### config.mk
export PLATFORM = sky130hd
export DESIGN_NAME = rfs_serial_port
export DESIGN_NICKNAME = d
export VERILOG_FILES = /design/src/rtl/rfs_pkg.sv /design/src/rtl/rfs_fault_guard.sv /design/src/rtl/rfs_pin_sync.sv /design/src/rtl/rfs_serial_port.sv
export VERILOG_INCLUDE_DIRS = /design/src /design/src/rtl
export SDC_FILE = /design/constraint.sdc
export NUM_CORES = 1
export LEC_CHECK = 0
export BUFFER_PORTS_ARGS = -buffer_cell sky130_fd_sc_hd__buf_2
export CAP_MARGIN = 20
export CELL_PAD_IN_SITES_DETAIL_PLACEMENT = 0
export CELL_PAD_IN_SITES_GLOBAL_PLACEMENT = 2
export CORE_MARGIN = 3
export CORE_UTILIZATION = 40
export DETAILED_ROUTE_END_ITERATION = 16
export PLACE_DENSITY_LB_ADDON = 0.25
export REMOVE_ABC_BUFFERS = 1
export SYNTH_ARGS = -nofsm -noshare
export SYNTH_HDL_FRONTEND = slang
export SYNTH_HIERARCHICAL = 1
export SYNTH_SLANG_ARGS = --single-unit
### constraint.sdc
create_clock -name ref_clk -period 3.7 [get_ports ref_clk]
set_input_delay 0.74 -clock ref_clk [delete_from_list [all_inputs] [get_ports ref_clk]]
set_output_delay 0.74 -clock ref_clk [all_outputs]
set_load 0.05 [all_outputs]
### src/rtl/rfs_consts.svh
// Named constants of the switch driver serial control port.
// Assumes inclusion by bare name from every design file that needs them.
`ifndef RFS_CONSTS_SVH
`define RFS_CONSTS_SVH

// ****************************************************************
// Frame and register layout
// ****************************************************************
`define RFS_FRAME_BITS 16
`define RFS_FRAME_MSB 15
`define RFS_REG_BITS 8
`define RFS_CTL_WR_EN 7
`define RFS_CTL_FAULT 6
`define RFS_CTL_SLEEP 5
`define RFS_CTL_FLT_DIS 4
`define RFS_CTL_HV_UV_OFF 3
`define RFS_CTL_PUMP 1
`define RFS_THROW_ONE 0
`define RFS_THROW_TWO 1
`define RFS_THROW_THREE 2
`define RFS_THROW_FOUR 3
`define RFS_STATE_RESET 8'h00
`define RFS_CTL_RESET 8'h00

// ****************************************************************
// Synchronised pin slots and their idle levels
// ****************************************************************
`define RFS_PIN_COUNT 8
`define RFS_PIN_SCK 0
`define RFS_PIN_MOSI 1
`define RFS_PIN_SEL 2
`define RFS_PIN_MODE 3
`define RFS_PIN_VDD_UV 4
`define RFS_PIN_VPP_UV 5
`define RFS_PIN_PUMP 6
`define RFS_PIN_FLT 7
`define RFS_PIN_IDLE 8'h04

// ****************************************************************
// Clock rates
// ****************************************************************
`define RFS_REF_CLK_HZ 10000000
`define RFS_SCK_MAX_HZ 33000000
`define RFS_SCK_MIN_CYCLES ((`RFS_REF_CLK_HZ + `RFS_SCK_MAX_HZ - 1) / `RFS_SCK_MAX_HZ)

`endif

### src/rtl/rfs_pkg.sv
// Types shared by the switch driver serial control port.
// Assumes nothing of its surroundings.
package rfs_pkg;

    // Serial port sequencing states.
    typedef enum logic [1:0] {
        RFS_PORT_OFF = 2'b00,
        RFS_PORT_IDLE = 2'b01,
        RFS_PORT_FRAME = 2'b10
    } rfs_port_state_type;

endpackage

### src/rtl/rfs_fault_guard.sv
// Fault shutdown latch of the switch driver.
// Assumes synchronous inputs on ref_clk.
`timescale 1ns/1ns

module rfs_fault_guard (
    // Clock and reset.
    input wire logic ref_clk,
    input wire logic reset,
    // Fault condition and policy.
    input wire logic fault_now,
    input wire logic shutdown_enable,
    input wire logic pump_request,
    // Shutdown in force.
    output logic tripped
);

    // ****************************************************************
    // Shutdown latch
    // ****************************************************************
    // A fault with shutdown enabled trips the latch; only a low pump request releases it,
    // so the pump must be dropped and raised again to restart.
    always_ff @(posedge ref_clk or posedge reset)
    begin
        if (reset)
        begin
            tripped <= 1'b0;
        end
        else if (fault_now && shutdown_enable)
        begin
            tripped <= 1'b1;
        end
        else if (!pump_request)
        begin
            tripped <= 1'b0;
        end
    end

endmodule

### src/rtl/rfs_pin_sync.sv
// Three-stage synchroniser with agreement filter for asynchronous pins.
// Assumes every pin_raw bit is asynchronous to ref_clk.
`timescale 1ns/1ns
`include "rfs_consts.svh"

module rfs_pin_sync #(
    parameter int WIDTH = `RFS_PIN_COUNT,
    parameter logic [WIDTH-1:0] IDLE_LEVEL = `RFS_PIN_IDLE
) (
    // Clock and reset.
    input wire logic ref_clk,
    input wire logic reset,
    // Raw pins.
    input wire logic [WIDTH-1:0] pin_raw,
    // Filtered levels and one-cycle edge pulses.
    output logic [WIDTH-1:0] pin_level,
    output logic [WIDTH-1:0] pin_rise,
    output logic [WIDTH-1:0] pin_fall
);

    logic [WIDTH-1:0] stage1;
    logic [WIDTH-1:0] stage2;
    logic [WIDTH-1:0] stage3;

    // ****************************************************************
    // Per-pin chain
    // ****************************************************************
    for (genvar i = 0; i < WIDTH; i++)
    begin : g_pin
        // A change is accepted once the second and third stages agree.
        always_ff @(posedge ref_clk or posedge reset)
        begin
            if (reset)
            begin
                stage1[i] <= IDLE_LEVEL[i];
                stage2[i] <= IDLE_LEVEL[i];
                stage3[i] <= IDLE_LEVEL[i];
                pin_level[i] <= IDLE_LEVEL[i];
                pin_rise[i] <= 1'b0;
                pin_fall[i] <= 1'b0;
            end
            else
            begin
                stage1[i] <= pin_raw[i];
                stage2[i] <= stage1[i];
                stage3[i] <= stage2[i];
                if (stage2[i] == stage3[i])
                begin
                    pin_level[i] <= stage2[i];
                end
                pin_rise[i] <= (stage2[i] == stage3[i]) && stage2[i] && !pin_level[i];
                pin_fall[i] <= (stage2[i] == stage3[i]) && !stage2[i] && pin_level[i];
            end
        end
    end

endmodule

### src/rtl/rfs_serial_port.sv
// Top of the serial control port of a four-throw switch driver.
// Assumes all pins are asynchronous to ref_clk and sck runs well below ref_clk / 6.
`timescale 1ns/1ns
`include "rfs_consts.svh"

module rfs_serial_port (
    // Clock and reset.
    input wire logic ref_clk,
    input wire logic reset,
    // Serial link pins.
    input wire logic sck,
    input wire logic mosi,
    input wire logic select_bar,
    output logic miso,
    // Mode and parallel-mode pins.
    input wire logic mode_select,
    input wire logic pump_enable_pin,
    input wire logic fault_shutdown_pin,
    // Supply comparator levels.
    input wire logic vdd_uv_fault,
    input wire logic vpp_uv_fault,
    // Switch path drives.
    output logic throw_one_enable,
    output logic throw_two_enable,
    output logic throw_three_enable,
    output logic throw_four_enable,
    // Analog control.
    output logic pump_run,
    output logic analog_sleep,
    output logic hv_uv_monitor_off,
    output logic fault_latched_flag
);

    // ****************************************************************
    // Declarations
    // ****************************************************************
    logic [`RFS_PIN_COUNT-1:0] pin_raw;
    logic [`RFS_PIN_COUNT-1:0] pin_level;
    logic [`RFS_PIN_COUNT-1:0] pin_rise;
    logic [`RFS_PIN_COUNT-1:0] pin_fall;
    rfs_pkg::rfs_port_state_type port_state;
    rfs_pkg::rfs_port_state_type next_port_state;
    logic [`RFS_FRAME_BITS-1:0] shift_frame;
    logic [`RFS_REG_BITS-1:0] switch_path_state;
    logic [`RFS_REG_BITS-1:0] driver_control_status;
    logic [`RFS_REG_BITS-1:0] ctrl_view;
    logic [`RFS_FRAME_BITS-1:0] reg_word;
    logic serial_mode;
    logic load_now;
    logic commit_now;
    logic commit_we;
    logic sck_rise;
    logic sck_fall;
    logic sel_rise;
    logic sel_fall;
    logic mosi_level;
    logic monitor_off;
    logic fault_now;
    logic shutdown_enable;
    logic pump_request;
    logic sleep_request;
    logic tripped;
    logic shift_msb;
    logic frame_msb;
    logic [`RFS_REG_BITS-1:0] shift_low;

    // ****************************************************************
    // Pin synchronisation
    // ****************************************************************
    // Gather every asynchronous input into one synchroniser bank.
    assign pin_raw[`RFS_PIN_SCK] = sck;
    assign pin_raw[`RFS_PIN_MOSI] = mosi;
    assign pin_raw[`RFS_PIN_SEL] = select_bar;
    assign pin_raw[`RFS_PIN_MODE] = mode_select;
    assign pin_raw[`RFS_PIN_VDD_UV] = vdd_uv_fault;
    assign pin_raw[`RFS_PIN_VPP_UV] = vpp_uv_fault;
    assign pin_raw[`RFS_PIN_PUMP] = pump_enable_pin;
    assign pin_raw[`RFS_PIN_FLT] = fault_shutdown_pin;

    rfs_pin_sync #(
        .WIDTH(`RFS_PIN_COUNT),
        .IDLE_LEVEL(`RFS_PIN_IDLE)
    ) u_pin_sync (
        .ref_clk(ref_clk),
        .reset(reset),
        .pin_raw(pin_raw),
        .pin_level(pin_level),
        .pin_rise(pin_rise),
        .pin_fall(pin_fall)
    );

    // Name the filtered events used by the port.
    assign serial_mode = !pin_level[`RFS_PIN_MODE];
    assign sck_rise = pin_rise[`RFS_PIN_SCK]; // Sampled edges, so sck must stay well below ref_clk.
    assign sck_fall = pin_fall[`RFS_PIN_SCK];
    assign sel_rise = pin_rise[`RFS_PIN_SEL];
    assign sel_fall = pin_fall[`RFS_PIN_SEL];
    assign mosi_level = pin_level[`RFS_PIN_MOSI];

    // ****************************************************************
    // Port sequencing
    // ****************************************************************
    // Select low opens a frame, select high closes it; parallel mode parks the port.
    always_comb
    begin
        next_port_state = port_state;
        case (port_state)
            rfs_pkg::RFS_PORT_OFF:
            begin
                if (serial_mode && pin_level[`RFS_PIN_SEL])
                begin
                    next_port_state = rfs_pkg::RFS_PORT_IDLE;
                end
            end
            rfs_pkg::RFS_PORT_IDLE:
            begin
                if (!serial_mode)
                begin
                    next_port_state = rfs_pkg::RFS_PORT_OFF;
                end
                else if (sel_fall)
                begin
                    next_port_state = rfs_pkg::RFS_PORT_FRAME;
                end
            end
            rfs_pkg::RFS_PORT_FRAME:
            begin
                if (!serial_mode)
                begin
                    next_port_state = rfs_pkg::RFS_PORT_OFF;
                end
                else if (sel_rise)
                begin
                    next_port_state = rfs_pkg::RFS_PORT_IDLE;
                end
            end
            default:
            begin
                next_port_state = rfs_pkg::RFS_PORT_OFF;
            end
        endcase
    end

    // State register of the port sequencer.
    always_ff @(posedge ref_clk or posedge reset)
    begin
        if (reset)
        begin
            port_state <= rfs_pkg::RFS_PORT_OFF;
        end
        else
        begin
            port_state <= next_port_state;
        end
    end

    // Frame open and frame close strobes.
    assign load_now = (port_state == rfs_pkg::RFS_PORT_IDLE) && serial_mode && sel_fall;
    assign commit_now = (port_state == rfs_pkg::RFS_PORT_FRAME) && serial_mode && sel_rise;
    assign commit_we = commit_now && shift_frame[`RFS_FRAME_MSB];

    // ****************************************************************
    // Shift path
    // ****************************************************************
    // Register image returned to the host, control byte first.
    assign ctrl_view = {driver_control_status[`RFS_REG_BITS-1:`RFS_CTL_SLEEP+1],
        driver_control_status[`RFS_CTL_SLEEP] && serial_mode,
        driver_control_status[`RFS_CTL_SLEEP-1:0]};
    assign reg_word = {ctrl_view, switch_path_state};

    // Load the registers at frame open, then shift MOSI in on each SCK rise.
    always_ff @(posedge ref_clk or posedge reset)
    begin
        if (reset)
        begin
            shift_frame <= {`RFS_FRAME_BITS{1'b0}};
        end
        else if (load_now)
        begin
            shift_frame <= reg_word;
        end
        else if ((port_state == rfs_pkg::RFS_PORT_FRAME) && sck_rise)
        begin
            shift_frame <= {shift_frame[`RFS_FRAME_MSB-1:0], mosi_level};
        end
    end

    // MISO shows the MSB at frame open and the next bit on each SCK fall.
    always_ff @(posedge ref_clk or posedge reset)
    begin
        if (reset)
        begin
            miso <= 1'b0;
        end
        else if (!serial_mode)
        begin
            miso <= 1'b0;
        end
        else if (load_now)
        begin
            miso <= reg_word[`RFS_FRAME_MSB];
        end
        else if ((port_state == rfs_pkg::RFS_PORT_FRAME) && sck_fall)
        begin
            miso <= shift_frame[`RFS_FRAME_MSB];
        end
    end

    // ****************************************************************
    // Registers
    // ****************************************************************
    // Switch state: written only by a frame with write-enable set.
    always_ff @(posedge ref_clk or posedge reset)
    begin
        if (reset)
        begin
            switch_path_state <= `RFS_STATE_RESET;
        end
        else if (commit_we)
        begin
            switch_path_state <= shift_frame[`RFS_REG_BITS-1:0];
        end
    end

    // Control: a present fault sets its bit and wins over a write of zero.
    always_ff @(posedge ref_clk or posedge reset)
    begin
        if (reset)
        begin
            driver_control_status <= `RFS_CTL_RESET;
        end
        else
        begin
            if (commit_we)
            begin
                driver_control_status <= shift_frame[`RFS_FRAME_MSB:`RFS_REG_BITS];
            end
            if (fault_now)
            begin
                driver_control_status[`RFS_CTL_FAULT] <= 1'b1;
            end
        end
    end

    // ****************************************************************
    // Fault and analog control
    // ****************************************************************
    // Serial mode takes its settings from the register, not the pins.
    assign monitor_off = serial_mode ? driver_control_status[`RFS_CTL_HV_UV_OFF]
        : !pin_level[`RFS_PIN_PUMP];
    assign shutdown_enable = serial_mode ? !driver_control_status[`RFS_CTL_FLT_DIS]
        : !pin_level[`RFS_PIN_FLT];
    assign pump_request = serial_mode ? driver_control_status[`RFS_CTL_PUMP]
        : pin_level[`RFS_PIN_PUMP];
    assign sleep_request = ctrl_view[`RFS_CTL_SLEEP];
    assign fault_now = pin_level[`RFS_PIN_VDD_UV] || (pin_level[`RFS_PIN_VPP_UV] && !monitor_off);

    rfs_fault_guard u_fault_guard (
        .ref_clk(ref_clk),
        .reset(reset),
        .fault_now(fault_now),
        .shutdown_enable(shutdown_enable),
        .pump_request(pump_request),
        .tripped(tripped)
    );

    // Output drives; throws and pump cut off while a fault shutdown is in force.
    always_ff @(posedge ref_clk or posedge reset)
    begin
        if (reset)
        begin
            throw_one_enable <= 1'b0;
            throw_two_enable <= 1'b0;
            throw_three_enable <= 1'b0;
            throw_four_enable <= 1'b0;
            pump_run <= 1'b0;
            analog_sleep <= 1'b0;
            hv_uv_monitor_off <= 1'b0;
            fault_latched_flag <= 1'b0;
        end
        else
        begin
            throw_one_enable <= switch_path_state[`RFS_THROW_ONE] && !tripped;
            throw_two_enable <= switch_path_state[`RFS_THROW_TWO] && !tripped;
            throw_three_enable <= switch_path_state[`RFS_THROW_THREE] && !tripped;
            throw_four_enable <= switch_path_state[`RFS_THROW_FOUR] && !tripped;
            pump_run <= pump_request && !tripped && !sleep_request;
            analog_sleep <= sleep_request;
            hv_uv_monitor_off <= monitor_off;
            fault_latched_flag <= driver_control_status[`RFS_CTL_FAULT];
        end
    end

    // ****************************************************************
    // Checks
    // ****************************************************************
    // Helper views for the checks below.
    assign shift_msb = shift_frame[`RFS_FRAME_MSB];
    assign frame_msb = reg_word[`RFS_FRAME_MSB];
    assign shift_low = shift_frame[`RFS_REG_BITS-1:0];

    // Parallel mode parks the port.
    a_parallel_parks:
    assert property (@(posedge ref_clk) disable iff (reset)
        !serial_mode |=> (port_state == rfs_pkg::RFS_PORT_OFF))
    else $error("Port not parked in parallel mode.");

    // Frame open puts the register MSB on MISO.
    a_miso_first_bit:
    assert property (@(posedge ref_clk) disable iff (reset)
        load_now |=> (miso == $past(frame_msb)))
    else $error("MISO does not show the MSB at frame open.");

    // Each SCK rise shifts the MOSI level into the low bit.
    a_mosi_sampled:
    assert property (@(posedge ref_clk) disable iff (reset)
        (port_state == rfs_pkg::RFS_PORT_FRAME) && sck_rise && !sel_rise
        |=> (shift_frame[0] == $past(mosi_level)))
    else $error("MOSI not sampled on SCK rise.");

    // Each SCK fall presents the current MSB on MISO.
    a_miso_next_bit:
    assert property (@(posedge ref_clk) disable iff (reset)
        (port_state == rfs_pkg::RFS_PORT_FRAME) && sck_fall && serial_mode
        |=> (miso == $past(shift_msb)))
    else $error("MISO not advanced on SCK fall.");

    // Frame open loads the previous register content for return.
    a_previous_data:
    assert property (@(posedge ref_clk) disable iff (reset)
        load_now |=> (shift_frame == $past(reg_word)))
    else $error("Shift path not loaded with register content.");

    // A write frame lands in the state register one cycle after close.
    a_write_commit:
    assert property (@(posedge ref_clk) disable iff (reset)
        commit_now && shift_msb |=> (switch_path_state == $past(shift_low)))
    else $error("Write frame not committed.");

    // A read-only frame leaves both registers untouched.
    a_read_only_hold:
    assert property (@(posedge ref_clk) disable iff (reset)
        commit_now && !shift_msb && !fault_now
        |=> $stable(switch_path_state) && $stable(driver_control_status))
    else $error("Read-only frame changed a register.");

    // A present fault is latched the next cycle and reported two cycles later.
    a_fault_latched:
    assert property (@(posedge ref_clk) disable iff (reset)
        fault_now |=> driver_control_status[`RFS_CTL_FAULT] ##1 fault_latched_flag)
    else $error("Supply fault not latched.");

    // Sleep stays low while in parallel mode.
    a_sleep_forced:
    assert property (@(posedge ref_clk) disable iff (reset)
        !serial_mode ##1 !serial_mode |-> !analog_sleep)
    else $error("Sleep active in parallel mode.");

    // A fault shutdown drops every throw and the pump.
    a_shutdown_drops:
    assert property (@(posedge ref_clk) disable iff (reset)
        tripped |=> !pump_run && !throw_one_enable && !throw_two_enable
            && !throw_three_enable && !throw_four_enable)
    else $error("Outputs live during fault shutdown.");

endmodule

==> reports/summary.txt, run 1 <==
FINAL LAYOUT
--------------------------------------------------------------------------------------------------------
Filler cell count .........................................................................          703
Fraction of layout cells with a size suffix above 1 .......................................       25.77%
Cell Count, Final, Fillers Out ............................................................          359
Multi-input combinational cell area .......................................................   993.5 um^2
Number of nets in the layout ..............................................................          276
Number of inserted diodes .................................................................            0
Layout overhead on the synthesized area ...................................................       12.94%
Fraction of the core area covered by cells at the end of the flow .........................       47.80%
Flip-flop and latch area ..................................................................    2007 um^2

GLOBAL ROUTING
--------------------------------------------------------------------------------------------------------
Remaining Overflow, GRT ...................................................................            0
First-pass GRT wire length ................................................................      8183 um
Overall fraction of global-route tracks in use ............................................       12.31%
Number of antenna violations at the first check in global routing .........................            0
Vias in the first global route ............................................................         1617
Largest net degree at the start of global routing .........................................           44

STA
--------------------------------------------------------------------------------------------------------
Post-route clock skew .....................................................................  0.007724 ns
Slew at the pin closest to its max-slew limit .............................................    0.8237 ns
Share of the clock period used by the worst path ..........................................       54.40%
F_max .....................................................................................   0.4969 GHz
Sum of negative setup slack ...............................................................         0 ns
Smallest hold slack .......................................................................    0.2571 ns
Final hold violation count ................................................................            0
Worst setup slack after layout ............................................................     1.687 ns
Setup violations, final ...................................................................            0
Final slew viol count .....................................................................            0
Final Critical Period .....................................................................     2.013 ns
Worst slew margin relative to its limit ...................................................       45.09%
RSZ-0062 raised after global routing ......................................................        false

CLOCK NETWORK
--------------------------------------------------------------------------------------------------------
Setup bufs post-CTS .......................................................................            0
Clock Path Buffers ........................................................................            2
Deepest level of the CTS H-tree ...........................................................            3
Post-CTS clock slew at the launch and capture registers of the worst setup and hold paths .      0.07 ns
Clock net sink count ......................................................................           80
Number of clock buffers inserted by TritonCTS .............................................            9
TritonCTS clock tree ......................................................................          yes
Worst-Skew Late Latency ...................................................................      0.34 ns
Post-cts resize count .....................................................................            0
Hold-fix buffers at CTS ...................................................................            0
Clock root buffer .........................................................................     clkbuf_8

FLOORPLAN
--------------------------------------------------------------------------------------------------------
Effective utilization at floorplan ........................................................       42.32%
Number of standard-cell rows in the floorplan .............................................           31
Area of the die ...........................................................................    8980 um^2
Die width .................................................................................     94.77 um
Core Box Area .............................................................................    7447 um^2
Floorplan die height ......................................................................     94.77 um
Total I/O pin count .......................................................................           19

WORST SETUP PATH
--------------------------------------------------------------------------------------------------------
Kind of start point of the critical path ..................................................     register
CP peak stage delay .......................................................................      0.66 ns
CP max-delay cell .........................................................................        or2_1
CP arrival ................................................................................      2.23 ns
Cell breakdown of the critical path ....................................................... nand4bb_1 -> or2_1 -> mux2_2
Crit. End Element .........................................................................     register
WS Path Type .............................................................................. register to register
Critical-path maximum fanout ..............................................................           16
Worst Path Required .......................................................................      3.92 ns

JOB
--------------------------------------------------------------------------------------------------------
Max-Cap Viols .............................................................................            0

PLACE
--------------------------------------------------------------------------------------------------------
Place WS ..................................................................................     1.665 ns
Total instance count after detailed placement .............................................          342
GPL Wtd Cong ..............................................................................       0.7154
DPL Wire Length ...........................................................................      3072 um
# port buffers ............................................................................           18

POWER AND IR DROP
--------------------------------------------------------------------------------------------------------
Power density cells ....................................................................... 487.3 nW/um^2
Maximum vdd drop ..........................................................................     350.9 uV
Leakage dissipation .......................................................................  0.001873 uW

DETAILED ROUTING
--------------------------------------------------------------------------------------------------------
Per-cell routed wire length ...............................................................     13.12 um
Number of violations reported at the end of detailed-routing iteration 0 ..................           77
Total number of vias ......................................................................         1655
DRC violation count after routing .........................................................            0
Number of iterations in the first detailed-routing pass ...................................            4
Detailed Route WL .........................................................................      4710 um
Routed vias/inst ..........................................................................        4.610
DRT antenna net count .....................................................................            0

STATUS
--------------------------------------------------------------------------------------------------------
Outcome ................................................................................... finished clean

SYNTH
--------------------------------------------------------------------------------------------------------
Summed instance area of the synthesized netlist ...........................................    3152 um^2
Post-synthesis cell count .................................................................          230
Number of warnings issued by yosys ........................................................            6
Syn avg cell area .........................................................................   13.70 um^2

HOLD PATH
--------------------------------------------------------------------------------------------------------
Min-delay worst type ...................................................................... primary input to asynchronous set/reset pin

==> per-layer routing <==
metal / vias up / GRT usage [%] / routed length, um
li1: 807 / - / -
met1: 817 / 17.43 / 2433
met2: 24 / 16.79 / 2055
met3: 7 / 3.825 / 138
met4: 0 / 6.490 / 83
met5: - / 0 / 0
==> worst max-delay path: cells and delay by family, from the launching register on <==
kind / cells / cell delay, ns
simple gates: 2 / 0.88
flops: 1 / 0.60
mux: 1 / 0.41
==> state kept, by name, indices dropped and copies added (netlist names) <==
signal and cells:
miso 1, u_pin_sync/stage1 8, u_pin_sync/pin_level 8, driver_control_status 8
fault_latched_flag 1, u_pin_sync/stage2 8, u_pin_sync/pin_rise 2, shift_frame 16
hv_uv_monitor_off 1, pump_run 1, throw_three_enable 1, throw_two_enable 1
analog_sleep 1, u_fault_guard/tripped 1, throw_four_enable 1, port_state 2
u_pin_sync/stage3 8, throw_one_enable 1, switch_path_state 8, u_pin_sync/pin_fall 2
==> final timing paths <==
check	end	depth (start not counted)	slack, ns	from
min in group ref_clk	u_pin_sync/stage2[4]$_DFF_PP0_	0	0.35	u_pin_sync/stage1[4]$_DFF_PP0_
worst max register to register	switch_path_state[6]$_DFFE_PP0P_	3	1.69	u_pin_sync/pin_level[3]$_DFFE_PP0N_
worst max-delay path	switch_path_state[6]$_DFFE_PP0P_	3	1.69	u_pin_sync/pin_level[3]$_DFFE_PP0N_
worst min-delay path	u_fault_guard/tripped$_DFFE_PP0P_	2	0.26	reset
max in group asynchronous	u_pin_sync/stage1[2]$_DFF_PP1_	4	2.71	reset
worst min register to register	u_pin_sync/stage2[4]$_DFF_PP0_	0	0.35	u_pin_sync/stage1[4]$_DFF_PP0_
==> through the flow <==
stage	instance area [um^2]	total power, uW
finish	3560	1735
global route	3560	1831
CTS	3517	1766
detailed placement	3323	1133
global placement	3323	1131
floorplan	3087	1086
==> layout by cell type (no fill, tap or decap) <==
cell type   count
a21oi_1         3
mux2_2          7
nand2b_1        1
clkinvlp_4      1
o211ai_1        1
nand3_1         1
a22o_1          1
and2_1          3
buf_2          18
ha_1           10
mux2_4         15
dfrtp_1        76
mux2i_1        17
clkbuf_8       10
a211oi_1        1
buf_4           3
nand4bb_1       2
and4bb_2        1
dfstp_2         4
a21o_2          1
or2b_1          2
buf_8           1
o2111ai_1       1
nor2_1          3
clkinv_2        2
and2b_2         1
or2_1           1
nor2b_1         7
o21ai_0        18
nand2_1        18
nand3b_1        3
inv_6           1
buf_16          1
nor3b_1         1
inv_1          23
bufinv_16       1
==> layout make-up <==
cell class,instances,share of cell area [%]
Clock inverter,5,1.582
Clock buffer,10,3.866
Inverter,23,2.425
Timing Repair Buffer,23,4.359
Sequential cell,80,56.38
Tap cell,99,3.480
Multi-Input combinational cell,119,27.91
==> report_power, final <==
group          switching (uW)  total [uW]  internal [uW]
sequential               47.4         976            929
combinational            68.2         138           69.9
clock                     294         620            326
(Power assumes the default switching activity.)
==> run 2: changes to the inputs <==
==> constraint.sdc (replaced) <==
create_clock -name ref_clk -period 2 [get_ports ref_clk]
set_input_delay 0.4 -clock ref_clk [delete_from_list [all_inputs] [get_ports ref_clk]]
set_output_delay 0.4 -clock ref_clk [all_outputs]
set_load 0.05 [all_outputs]
==> run 2 against run 1 <==
Effect of this change: clock power up 89%; register-to-register slack got worse by 1.2 ns; worst setup slack got worse by 1.2 ns; first-iteration DRC count is 2.6% higher; utilization increased by 0.15 points; die area unchanged; sequential power rose by 84%; hold slack got worse by 0.11 ns; non-clock buffer count increased by 3; clock skew rose by 0.0093 ns; power is 86% higher; critical path type unchanged.
==> reports/summary.txt, run 2 (synthesis results as in run 1) <==
STATUS
--------------------------------------------------------------------------------------------------------
Outcome ................................................................................... finished clean

FINAL LAYOUT
--------------------------------------------------------------------------------------------------------
Most frequent cells in the layout ......................................................... 76 x dfrtp_1, 23 x inv_1, 18 x o21ai_0, 18 x nand2_1, 18 x buf_2
Largest register FFs ......................................................................           16
Most common library cell in the layout ignoring fill and taps .............................      dfrtp_1
Fraction of the core area covered by cells at the end of the flow .........................       47.95%
Number of nets in the layout ..............................................................          279
Cell Count, Final, Fillers Out ............................................................          363
Fraction of layout cells with a size suffix above 1 .......................................       26.14%
Most flops, register ......................................................................  shift_frame
Number of inserted diodes .................................................................            0
Layout overhead on the synthesized area ...................................................       13.30%
Filler cell count .........................................................................          697

WORST SETUP PATH
--------------------------------------------------------------------------------------------------------
FF-to-FF Start ............................................................................ port_state[0]$_DFFE_PP0P_
Gate family responsible for the most delay along the worst path ........................... simple AND/OR/NAND/NOR gates
Kind of start point of the critical path ..................................................     register
Worst Path Required .......................................................................      2.22 ns
WS Path Type .............................................................................. register to register
Crit. End Element .........................................................................     register
Critical-path maximum fanout ..............................................................           16
CP peak stage delay .......................................................................      0.44 ns
Cell breakdown of the critical path ....................................................... nand4bb_1 -> or2_1 -> buf_12 -> mux2_4
Buffers & Inverters on Critical Path ......................................................            1
CP max-delay cell .........................................................................      dfrtp_1
CP arrival ................................................................................      1.75 ns
Critical path startpoint .................................................................. port_state[0]$_DFFE_PP0P_

HOLD PATH
--------------------------------------------------------------------------------------------------------
Min-delay worst type ...................................................................... primary input to register
Hold path start ...........................................................................   select_bar

DETAILED ROUTING
--------------------------------------------------------------------------------------------------------
DRT antenna net count .....................................................................            0
Number of violations reported at the end of detailed-routing iteration 0 ..................           79
Routed vias/inst ..........................................................................        4.623
Per-cell routed wire length ...............................................................     13.51 um
DRC violation count after routing .........................................................            0
Number of iterations in the first detailed-routing pass ...................................            4
Detailed Route WL .........................................................................      4905 um
Total number of vias ......................................................................         1678

PLACE
--------------------------------------------------------------------------------------------------------
# port buffers ............................................................................           18
Place WS ..................................................................................    0.4876 ns
GPL Wtd Cong ..............................................................................       0.7495
DPL Wire Length ...........................................................................      3183 um
Total instance count after detailed placement .............................................          346

POWER AND IR DROP
--------------------------------------------------------------------------------------------------------
Post-layout total power ...................................................................      3232 uW
Maximum vdd drop ..........................................................................     465.8 uV
Power density cells ....................................................................... 905.1 nW/um^2
Leakage dissipation .......................................................................  0.001876 uW

CLOCK NETWORK
--------------------------------------------------------------------------------------------------------
Clock root buffer .........................................................................     clkbuf_8
Clock Path Buffers ........................................................................            2
Worst-Skew Late Latency ...................................................................      0.35 ns
Clock net sink count ......................................................................           80
Post-CTS clock slew at the launch and capture registers of the worst setup and hold paths .      0.08 ns
Post-cts resize count .....................................................................            0
Deepest level of the CTS H-tree ...........................................................            3
TritonCTS clock tree ......................................................................          yes
Number of clock buffers inserted by TritonCTS .............................................            9

FLOORPLAN
--------------------------------------------------------------------------------------------------------
Core Box Area .............................................................................    7447 um^2
Floorplan die height ......................................................................     94.77 um
Area of the die ...........................................................................    8980 um^2
Total I/O pin count .......................................................................           19
Number of standard-cell rows in the floorplan .............................................           31
Effective utilization at floorplan ........................................................       42.32%
Die width .................................................................................     94.77 um

STA
--------------------------------------------------------------------------------------------------------
Setup violations, final ...................................................................            0
F_max .....................................................................................   0.6526 GHz
Final slew viol count .....................................................................            0
Sum of negative setup slack ...............................................................         0 ns
Worst setup slack after layout ............................................................    0.4677 ns
Final Critical Period .....................................................................     1.532 ns
Final hold violation count ................................................................            0
RSZ-0062 raised after global routing ......................................................        false
Share of the clock period used by the worst path ..........................................       76.62%
Slew at the pin closest to its max-slew limit .............................................    0.4281 ns
Post-route clock skew .....................................................................   0.01703 ns
Worst slew margin relative to its limit ...................................................       71.46%

GLOBAL ROUTING
--------------------------------------------------------------------------------------------------------
Vias in the first global route ............................................................         1688
Overall fraction of global-route tracks in use ............................................       12.61%
First-pass GRT wire length ................................................................      8473 um
Remaining Overflow, GRT ...................................................................            0
Number of antenna violations at the first check in global routing .........................            0
Largest net degree at the start of global routing .........................................           37

JOB
--------------------------------------------------------------------------------------------------------
Max-Cap Viols .............................................................................            0

run 2: changes by cell type in the layout (fill, tap and decap cells not counted), sizes merged:
cell	before	now
buf	23	25
dlygate4sd3	0	1
clkinvlp	1	2
run 2: worst register-to-register path: cells and delay by family (launching register included):
family	cells	cell delay (ns)
simple gates	2	0.50
flops	1	0.44
buf+inv	1	0.17
mux	1	0.30
run 2: metrics by stage:
stage,instance area [um^2],hold WS (ns)
2_1_floorplan,3087,0.1287
3_3_place_gp,3366,0.2735
3_5_place_dp,3366,0.2731
4_1_cts,3571,0.1262
5_1_grt,3571,0.1178
6_report,3571,0.1502
run 2: repair_timing:
item	4_1_cts	5_1_grt
endpoints found under the hold margin	1	0
hold buffers	1	0
buffers inserted	0	0
run 2: report_power, final:
part	leakage (uW)	switching, uW	internal, uW
Sequential	0.00102	78.9	1720
Combinational	0.000766	140	130
Clock	0.0000929	584	581
Total	0.00188	803	2430
run 2: worst paths after layout:
kind | end | slack (ns) | depth (start not counted)
setup / recovery | switch_path_state[7]$_DFFE_PP0P_ | 0.47 | 4
hold / removal | u_pin_sync/stage1[2]$_DFF_PP1_ | 0.15 | 1
setup reg to reg | switch_path_state[7]$_DFFE_PP0P_ | 0.47 | 4
hold reg to reg | u_pin_sync/stage2[1]$_DFF_PP0_ | 0.35 | 0
max in group asynchronous | fault_latched_flag$_DFF_PP0_ | 0.76 | 5
min in group asynchronous | u_fault_guard/tripped$_DFFE_PP0P_ | 0.47 | 3
run 2: final cells by class:
type,instances,area [um^2],share of cell area [%]
Tap cell,99,123.9,3.469
Clock buffer,10,127.6,3.574
Multi-Input combinational cell,119,993.5,27.82
Sequential cell,80,2007,56.20
Clock inverter,6,67.56,1.892
Inverter,23,86.33,2.418
Timing Repair Buffer,26,165.2,4.625
run 2: per-layer routing:
metal / GRT usage (%) / vias to the layer above / part of all wire (%)
li1: - / 814 / -
met1: 17.34 / 837 / 49
met2: 18.26 / 22 / 45
met3: 4.382 / 5 / 4.4
met4: 5.048 / 0 / 1.2
met5: 0 / - / 0
